File: src/core/wdg_pkg.sv
// Package: constants and state record of the countdown watchdog
package wdg_pkg;

  // ----------------------------------------------------------------
  // Register map (printed offsets are word indices)
  // ----------------------------------------------------------------
  localparam logic [31:0] IDX_COUNT  = 32'h5000_3100;
  localparam logic [31:0] IDX_CTRL   = 32'h5000_3102;
  localparam logic [11:0] ADDR_COUNT = {IDX_COUNT[9:0], 2'b00};
  localparam logic [11:0] ADDR_CTRL  = {IDX_CTRL[9:0], 2'b00};

  // ----------------------------------------------------------------
  // Fields and reset values
  // ----------------------------------------------------------------
  localparam int          KEY_MSB   = 15;
  localparam int          KEY_LSB   = 9;
  localparam logic [6:0]  KEY_OPEN  = 7'h00;
  localparam int          SIGN_BIT  = 8;
  localparam int          MODE_BIT  = 0;
  localparam int          SPARE_BIT = 1;
  localparam logic [8:0]  CNT_RST   = 9'h0FF;
  localparam logic [8:0]  CNT_ZERO  = 9'h000;
  localparam logic [8:0]  CNT_ONE   = 9'h001;
  localparam logic [8:0]  CNT_NEG16 = 9'h1F0;
  localparam logic [1:0]  RESP_OKAY = 2'h0;
  localparam logic [1:0]  RESP_SLV  = 2'h2;

  // ----------------------------------------------------------------
  // Timing
  // ----------------------------------------------------------------
  localparam int unsigned CLK_PERIOD_PS = 4000;
  localparam int unsigned TICK_PERIOD_US = 10240;
  localparam int unsigned TICK_CYC_DFLT =
    (TICK_PERIOD_US * 1000) / (CLK_PERIOD_PS / 1000);
  localparam int          PRE_W = 24;

  // ----------------------------------------------------------------
  // Whole module state
  // ----------------------------------------------------------------
  typedef struct packed {
    logic [2:0]       sync1;
    logic [2:0]       sync2;
    logic             frz;
    logic             mode;
    logic             spare;
    logic [8:0]       cnt;
    logic [PRE_W-1:0] pre;
    logic             nmi;
    logic             srst;
    logic             aw_ok;
    logic [11:0]      awaddr;
    logic             w_ok;
    logic [15:0]      wdata;
    logic [1:0]       wstrb;
    logic             awrdy;
    logic             wrdy;
    logic             bvalid;
    logic [1:0]       bresp;
    logic             arrdy;
    logic             rvalid;
    logic [31:0]      rdata;
    logic [1:0]       rresp;
  } wdg_state_t;

endpackage : wdg_pkg

File: src/core/wdg_top.sv
// Countdown watchdog with interrupt and system reset, AXI4-Lite slave
`timescale 1ns/1ps

module wdg_top
  import wdg_pkg::*;
#(
  parameter int unsigned TICK_CYCLES = TICK_CYC_DFLT
) (
  input  wire logic        CORE_CLK,       // 250 MHz core clock
  input  wire logic        RST_B,          // Async reset, active low
  input  wire logic        FRZ_SET,        // Freeze request pin
  input  wire logic        FRZ_CLR,        // Resume request pin
  input  wire logic        DBG_HALT,       // Processor halted in debug
  output logic             NMI_O,          // Non-maskable interrupt
  output logic             SYS_RST_REQ,    // System reset request
  input  wire logic        S_AXI_AWVALID,  // Write address valid
  output logic             S_AXI_AWREADY,  // Write address ready
  input  wire logic [31:0] S_AXI_AWADDR,   // Write address
  input  wire logic [2:0]  S_AXI_AWPROT,   // Write protection, unused
  input  wire logic        S_AXI_WVALID,   // Write data valid
  output logic             S_AXI_WREADY,   // Write data ready
  input  wire logic [31:0] S_AXI_WDATA,    // Write data
  input  wire logic [3:0]  S_AXI_WSTRB,    // Write byte strobes
  output logic             S_AXI_BVALID,   // Write response valid
  input  wire logic        S_AXI_BREADY,   // Write response ready
  output logic [1:0]       S_AXI_BRESP,    // Write response
  input  wire logic        S_AXI_ARVALID,  // Read address valid
  output logic             S_AXI_ARREADY,  // Read address ready
  input  wire logic [31:0] S_AXI_ARADDR,   // Read address
  input  wire logic [2:0]  S_AXI_ARPROT,   // Read protection, unused
  output logic             S_AXI_RVALID,   // Read data valid
  input  wire logic        S_AXI_RREADY,   // Read data ready
  output logic [31:0]      S_AXI_RDATA,    // Read data
  output logic [1:0]       S_AXI_RRESP     // Read response
);

  localparam logic [PRE_W-1:0] TICK_LAST = PRE_W'(TICK_CYCLES - 1);

  wdg_state_t s;
  wdg_state_t n;
  logic       halt;
  logic       run;
  logic       tick;
  logic       wr_go;
  logic       wr_cnt;
  logic       wr_ctl;
  logic       key_ok;
  logic       rst_hit;
  logic       nmi_hit;
  logic [8:0] rd_cnt;

  // ----------------------------------------------------------------
  // Next-state logic
  // ----------------------------------------------------------------
  always_comb begin
    n = s;
    // Pins pass two flops; only the second stage is used below
    n.sync1 = {DBG_HALT, FRZ_CLR, FRZ_SET};
    n.sync2 = s.sync1;
    halt    = s.sync2[2];

    // Freeze latch; a set seen together with a clear wins
    if (s.sync2[1]) begin
      n.frz = 1'b0;
    end
    if (s.sync2[0]) begin
      n.frz = 1'b1;
    end
    // Debug halt always stops; the latch only counts in mode 0
    run  = !halt && !(s.frz && !s.mode);
    tick = run && (s.pre == TICK_LAST);
    if (run) begin
      n.pre = tick ? '0 : s.pre + 1'b1;
    end

    // Write channel: address and data taken in either order
    if (S_AXI_AWVALID && s.awrdy) begin
      n.aw_ok  = 1'b1;
      n.awaddr = S_AXI_AWADDR[11:0];
    end
    if (S_AXI_WVALID && s.wrdy) begin
      n.w_ok  = 1'b1;
      n.wdata = S_AXI_WDATA[15:0];
      n.wstrb = S_AXI_WSTRB[1:0];
    end
    wr_go  = s.aw_ok && s.w_ok && !s.bvalid;
    wr_cnt = wr_go && (s.awaddr == ADDR_COUNT);
    wr_ctl = wr_go && (s.awaddr == ADDR_CTRL);
    // A partial write cannot present the key, so it never reloads
    key_ok = (s.wdata[KEY_MSB:KEY_LSB] == KEY_OPEN)
             && (s.wstrb == 2'h3);
    if (wr_go) begin
      n.aw_ok  = 1'b0;
      n.w_ok   = 1'b0;
      n.bvalid = 1'b1;
      n.bresp  = (wr_cnt || wr_ctl) ? RESP_OKAY : RESP_SLV;
    end
    if (s.bvalid && S_AXI_BREADY) begin
      n.bvalid = 1'b0;
    end
    n.awrdy = !n.aw_ok && !n.bvalid;
    n.wrdy  = !n.w_ok && !n.bvalid;

    // Control write: mode bit can only be raised by software
    if (wr_ctl && s.wstrb[0]) begin
      n.mode  = s.mode | s.wdata[MODE_BIT];
      n.spare = s.wdata[SPARE_BIT];
    end

    // Expiry: mode 1 at zero or below, mode 0 at minus 16 or below
    if (s.mode) begin
      rst_hit = s.cnt[SIGN_BIT] || (s.cnt == CNT_ZERO);
    end else begin
      rst_hit = s.cnt[SIGN_BIT] && (s.cnt <= CNT_NEG16);
    end
    nmi_hit = !s.mode && (s.cnt == CNT_ZERO);

    // Count: expiry beats a reload, which beats a tick
    if (rst_hit) begin
      n.cnt  = CNT_RST;
      n.mode = 1'b0;
      n.pre  = '0;
    end else if (wr_cnt && key_ok) begin
      n.cnt = {1'b0, s.wdata[7:0]};
    end else if (tick) begin
      n.cnt = s.cnt - CNT_ONE;
    end
    n.nmi  = nmi_hit;
    n.srst = rst_hit;

    // Read channel: count reads back live, not the reload value
    rd_cnt = s.cnt;
    if (S_AXI_ARVALID && s.arrdy) begin
      n.rvalid = 1'b1;
      n.rresp  = RESP_OKAY;
      if (S_AXI_ARADDR[11:0] == ADDR_COUNT) begin
        n.rdata = {23'h000000, rd_cnt};
      end else if (S_AXI_ARADDR[11:0] == ADDR_CTRL) begin
        n.rdata = {30'h00000000, s.spare, s.mode};
      end else begin
        n.rdata = 32'h0000_0000;
        n.rresp = RESP_SLV;
      end
    end
    if (s.rvalid && S_AXI_RREADY) begin
      n.rvalid = 1'b0;
    end
    n.arrdy = !n.rvalid;
  end

  // ----------------------------------------------------------------
  // State register
  // ----------------------------------------------------------------
  always_ff @(posedge CORE_CLK or negedge RST_B) begin
    if (!RST_B) begin
      s     <= '0;
      s.cnt <= CNT_RST;
    end else begin
      s <= n;
    end
  end

  assign NMI_O         = s.nmi;
  assign SYS_RST_REQ   = s.srst;
  assign S_AXI_AWREADY = s.awrdy;
  assign S_AXI_WREADY  = s.wrdy;
  assign S_AXI_BVALID  = s.bvalid;
  assign S_AXI_BRESP   = s.bresp;
  assign S_AXI_ARREADY = s.arrdy;
  assign S_AXI_RVALID  = s.rvalid;
  assign S_AXI_RDATA   = s.rdata;
  assign S_AXI_RRESP   = s.rresp;
endmodule : wdg_top

File: config.mk
export PLATFORM = sky130hd
export DESIGN_NAME = wdg_top
export DESIGN_NICKNAME = d
export VERILOG_FILES = /design/src/core/wdg_pkg.sv /design/src/core/wdg_top.sv
export SDC_FILE = /design/constraint.sdc
export NUM_CORES = 1
export LEC_CHECK = 0
export BUFFER_PORTS_ARGS = -buffer_cell sky130_fd_sc_hd__buf_4
export CAP_MARGIN = 0
export CORE_ASPECT_RATIO = 0.5
export CORE_UTILIZATION = 45
export CTS_CLUSTER_SIZE = 40
export DETAILED_ROUTE_END_ITERATION = 7
export PLACE_DENSITY_LB_ADDON = 0.25
export SETUP_SLACK_MARGIN = 0.02
export SYNTH_ARGS = -nofsm -noshare
export SYNTH_HDL_FRONTEND = slang
export SYNTH_SLANG_ARGS = --single-unit
File: constraint.sdc
create_clock -name CORE_CLK -period 2.4 [get_ports CORE_CLK]
set_clock_uncertainty 0.05 [all_clocks]
set_input_delay 0.24 -clock CORE_CLK [delete_from_list [all_inputs] [get_ports CORE_CLK]]
set_output_delay 0.24 -clock CORE_CLK [all_outputs]
set_load 0.05 [all_outputs]
* After elaboration in Yosys (flattened, before gate mapping)
Cells that the tools add are included.
** Storage, ports and cells
- Bits in latches :: 0
- Memory bits (read-only) :: 0
- Memories :: 0
- Bits in writable memories :: 0
- Register bits after elaboration :: 117
** Cells by class
- Multiply operators :: 0
- Shifts and indexed selects :: 0
- Add/subtract/negate cells :: 2
- Magnitude comparators :: 1
- Muxes and demuxes :: 24
- Reduce and logical (&&, ||, !) cells :: 35
- Equal/unequal tests :: 6
- Divide/modulo/power cells :: 0
- Bitwise gates (word level) :: 1
** Operators with widths (count)
- 24-bit two-way mux :: 3
- 12-bit by 11-bit equality test with 1-bit output (second input constant) :: 4
- 35-bit two-way mux :: 1
- 32-bit two-way mux :: 1
- 9-bit two-way mux :: 3
- 24-bit by 1-bit adder with 24-bit output (second input constant) :: 1
- 24-bit by 22-bit equality test with 1-bit output (second input constant) :: 1
- 1-bit logical AND :: 19
- 19-bit two-way mux :: 1
- 13-bit two-way mux :: 1
- 2-bit two-way mux :: 5
- 9-bit <= comparator (second input constant) :: 1
- 9-bit logical NOT :: 1
- 9-bit by 1-bit subtractor with 9-bit output (second input constant) :: 1
- 1-bit logical NOT :: 8
- 1-bit two-way mux :: 8
- 7-bit logical NOT :: 1
- 2-bit nonzero test :: 3
- 3-bit two-way mux :: 1
- 3-bit nonzero test :: 1
- 2-bit equality test (second input constant) :: 1
- 1-bit logical OR :: 2
- 1-bit OR :: 1

* Depth between registers and ports, before layout
- Depth after elaboration :: 9
- Depth in mapped cells :: 8

* Worst setup path before layout
OpenSTA, ideal clock, no wires.
- Kind :: reg2reg
- Start point :: reg s[87] (netlist bit)
- End point :: reg s[81] (netlist bit)
- Buffers on the path :: 3
- Slack :: -0.041 ns
- Arrival :: 2.263 ns
- Stages on the path, launching flop included :: 9
- Cell sequence :: dfrtp_1 -> or4_1 -> or4_1 -> buf_2 -> or3_1 -> buf_6 -> nand2_4 -> buf_6 -> o211ai_2
** On the way
- Cells in the longest elaborated chain, start to end :: 5
** RTL lines
- start, declared :: RTL line wdg_top.sv:39 : wdg_state_t s;
- start signal, assigned :: RTL line wdg_top.sv:159 : s <= n;
- 24-bit by 22-bit equality test with 1-bit output :: RTL line wdg_top.sv:71 : tick = run && (s.pre == TICK_LAST);
- 1-bit logical AND :: RTL line wdg_top.sv:71
- 24-bit two-way mux :: RTL line wdg_top.sv:73 : n.pre = tick ? '0 : s.pre + 1'b1;
- 24-bit two-way mux :: RTL line wdg_top.sv:72 : if (run) begin
- 24-bit two-way mux :: RTL line wdg_top.sv:119 : if (rst_hit) begin
Every way passes these cells. The select of a mux whose other input is x is not followed.
A chain may end at the register's enable or synchronous reset.

* Final worst setup path
- Start point :: reg s[87] (netlist bit)
- End point :: reg s (netlist bit rd_cnt[1])
** On the way
- Cells in the longest elaborated chain, start to end :: 3
** RTL lines (RTL line)
- 24-bit by 22-bit equality test with 1-bit output :: wdg_top.sv:71
- 1-bit logical AND :: wdg_top.sv:71
- 3-bit nonzero test (no line)
Every way passes these cells.

==> out/metrics.cfg <==
[routing]
postRouteAntennaNets = 0
drt_wl_cell_um = 14.4
drt-pass1-iter-count = 4
drt_drc_violations_left = 0
vias_per_cell = 5.21
vias = 3306
finalWirelength_mm = 9.15
dr.first_iter.drc_count = 191

[final_layout]
fillerInstances = 800
drive_above_1_share = 0.343
diodes = 0
final_net_count = 612
area_growth_syn_to_layout_pct = 25.1
final_cells = 634

[synthesis]
synthesis.area_per_instance_sq_um = 10.9
synthTopCellsByArea = sky130_fd_sc_hd__dfrtp_1 (47%), sky130_fd_sc_hd__mux2_2 (7.9%), sky130_fd_sc_hd__buf_4 (6.3%)
post_synthesis_instance_area_sq_um = 4440
synthCells = 408
synth_area_leader_cell = sky130_fd_sc_hd__dfrtp_1
synth_enable_flop_cells = 0
synth_flop_cell = sky130_fd_sc_hd__dfrtp_1
async_flop_share = 1.00
yosys.area.top_type_share = 0.468
synth_most_common_cell = sky130_fd_sc_hd__dfrtp_1
yosys_warnings = 0
synth_commonest_cells = sky130_fd_sc_hd__dfrtp_1 (83), sky130_fd_sc_hd__buf_4 (37), sky130_fd_sc_hd__nor2_1 (32)
synth.ff_latch_count = 91
synth_sequential_area_ratio = 0.516
synthDistinctLibCells = 55

[global_routing]
grt_overflow_total = 0
track_usage = 0.192
grt_pass1_wl_mm = 15.1
antenna_found_initial = 0
grt_max_degree = 40
vias_in_the_first_global_route = 3105

[timing]
timing.final.hold_violations = 0
grt_setup_unrepaired = yes
max_clock_freq_mhz = 418
fin_crit_ns = 2.39
fin_worst_hold_slack_ns = 0.0654
tightest_slew_margin_relative_to_the_limit = 0.519
worst-slew-pin-transition_ns = 0.720
timing.final.max_slew_violations = 0
timing.final.setup_violations = 0
min_period_over_period = 0.998

[floorplan]
initial_core_util = 0.467
fp.dieArea_sq_um = 10300
die_h_um = 72.2
row_count = 25
ioPinCount = 159
chipWidth_um = 142
core_area_sq_um = 9510

[clock_network]
tritoncts.num_buffers = 9
clkSinkCount = 91
clk-insertion-delay-late_ns = 0.35
post_cts_buffers = 0
cts-htree-levels = 3
clk_transition_reported_paths_ns = 0.07
tritoncts = built
clockBufferDepth = 2
cts_root_buf = sky130_fd_sc_hd__clkbuf_16

[placement]
port_buffers = 68
place_hpwl_mm = 6.57
finalWeightedCongestion = 0.865
place.detailed.instances = 614

[worst_setup_path]
worstSetupStartpointType = flop
timing.setup.critical_path_class = flop to flop
arrival_time_at_the_worst_endpoint_ns = 2.64
timing.critical_path.fanout_max = 4
worstPathCellList = or4_1 -> or4_4 -> or3_4 -> buf_6 -> nand4_1 -> o211a_1
worstSetupEndpointType = flop
critPathSlowestCell = sky130_fd_sc_hd__or4_1
worst-endpoint-required_ns = 2.64
worst_path_largest_cell_delay_ns = 0.52

[flow_run]
maxCapViolCount = 0

[power_and_ir_drop]
total_leakage_power_nw = 2.55
peakVddDrop_v = 0.000797
total_power_mw = 4.78
p_per_area_nw_per_um2 = 862

[worst_hold_path]
hold_path.class = input pin to flop

[status]
run_status = finished, final reports clean

-- per-stage QoR --
stage,setup TNS (ns),area [sq um],utilization,setup slack (ns)
after detailed placement,-1.03,5100,0.536,-0.0708
after CTS,0,5490,0.577,0.00625
after global routing,-0.180,5550,0.584,-0.0352
after floorplan,-0.274,4530,-,-0.0409
final,0,5550,0.584,0.00513
after global placement,-1.14,5100,0.536,-0.0753
-- what timing repair did --
action                                  4_1_cts  5_1_grt
resized for setup                             9       13
endpoints found under the setup margin       33       17
gates cloned                                  0        0
hold buffers                                  4        0
hold endpoints to repair                     40        0
pin swaps                                     0        2
-- kinds of logic (layout without fill, tap and decap cells) --
| family | after synthesis | after routing | synth area share |
|---|---|---|---|
| AOI/OAI and AO/OA | 48 | 48 | 0.0807 |
| xor gates and xnor gates | 19 | 19 | 0.0375 |
| adders and majority gates | 2 | 2 | 0.00564 |
| buffers and inverters | 61 | 128 | 0.0866 |
| DFF | 91 | 91 | 0.516 |
| muxes | 34 | 34 | 0.0854 |
| other | 1 | 25 | 0.000845 |
| and+or+nand+nor | 152 | 152 | 0.188 |
-- layout make-up --
type                       instances  area [sq um]  area share
sequential                        91          2290       0.412
multi-input combinational        280          1970       0.354
timing repair buffer             100           788       0.142
clock buffer                      10           239      0.0430
tap                              135           169      0.0304
clock inverter                     6          56.3      0.0101
inverter                          12          45.0     0.00811
-- report_power, final --
group          internal [mW]  switching (mW)
Combinational          0.573           0.630
Clock                  0.754           0.638
Sequential              1.93           0.258
Total                   3.26            1.53
-- final timing paths --
path | startpoint | end | slack [ns] | cells past startpoint
min in group asynchronous | RST_B | s[89]$_DFFE_PN0P_ | 0.36 | 2
worst max register to register | s[87]$_DFFE_PN0P_ | rd_cnt[1]$_DFFE_PN1P_ | 0.005 | 6
worst max-delay path | s[87]$_DFFE_PN0P_ | rd_cnt[1]$_DFFE_PN1P_ | 0.005 | 6
worst min register to register | n[111]$_DFF_PN0_ | s[111]$_DFF_PN0_ | 0.30 | 0
worst min-delay path | S_AXI_AWADDR[0] | s[60]$_DFFE_PN0P_ | 0.07 | 2
max in group asynchronous | RST_B | rd_cnt[7]$_DFFE_PN1P_ | 1.25 | 3
-- registers in the layout, indices dropped and copies added (netlist names), 3 cells and up --
register / count
s: 60
S_AXI_RDATA: 9
n: 3
rd_cnt: 9
-- per-layer routing --
layer,GRT usage,part of all wire,vias to the layer above,routed length [um]
met2,0.289,0.45,92,4140
met3,0.0673,0.064,11,583
met5,0,0,-,0
li1,-,-,1605,-
met4,0.0645,0.012,0,113
met1,0.260,0.47,1598,4310
-- critical path, delay by kind of cell, from the launching register on --
family / cells / cell delay, ns
simple gates: 4 / 1.59
flops: 1 / 0.39
buf+inv: 1 / 0.16
compound gates: 1 / 0.15
-- layout by cell type (no fill, tap or decap), types with 4 or more instances in the layout --
master                           n
sky130_fd_sc_hd__nor2b_1         4
sky130_fd_sc_hd__and3_1          4
sky130_fd_sc_hd__buf_4          91
sky130_fd_sc_hd__dfstp_2         8
sky130_fd_sc_hd__conb_1         25
sky130_fd_sc_hd__nor4_1         12
sky130_fd_sc_hd__a22o_1          7
sky130_fd_sc_hd__xnor2_1        11
sky130_fd_sc_hd__nand4_1        17
sky130_fd_sc_hd__o21ai_0         5
sky130_fd_sc_hd__or4_1           6
sky130_fd_sc_hd__nand2_1        23
sky130_fd_sc_hd__nor3_1         13
sky130_fd_sc_hd__clkbuf_16       9
sky130_fd_sc_hd__or3_1           4
sky130_fd_sc_hd__inv_1          12
sky130_fd_sc_hd__a21oi_1        12
sky130_fd_sc_hd__o22a_1          5
sky130_fd_sc_hd__nor2_1         31
sky130_fd_sc_hd__and4_1          4
sky130_fd_sc_hd__nand3_1         9
sky130_fd_sc_hd__dlygate4sd3_1   4
sky130_fd_sc_hd__dfrtp_1        83
sky130_fd_sc_hd__mux2_2         31
sky130_fd_sc_hd__xor2_1          8
sky130_fd_sc_hd__buf_6           4
(Power assumes the default switching activity.)
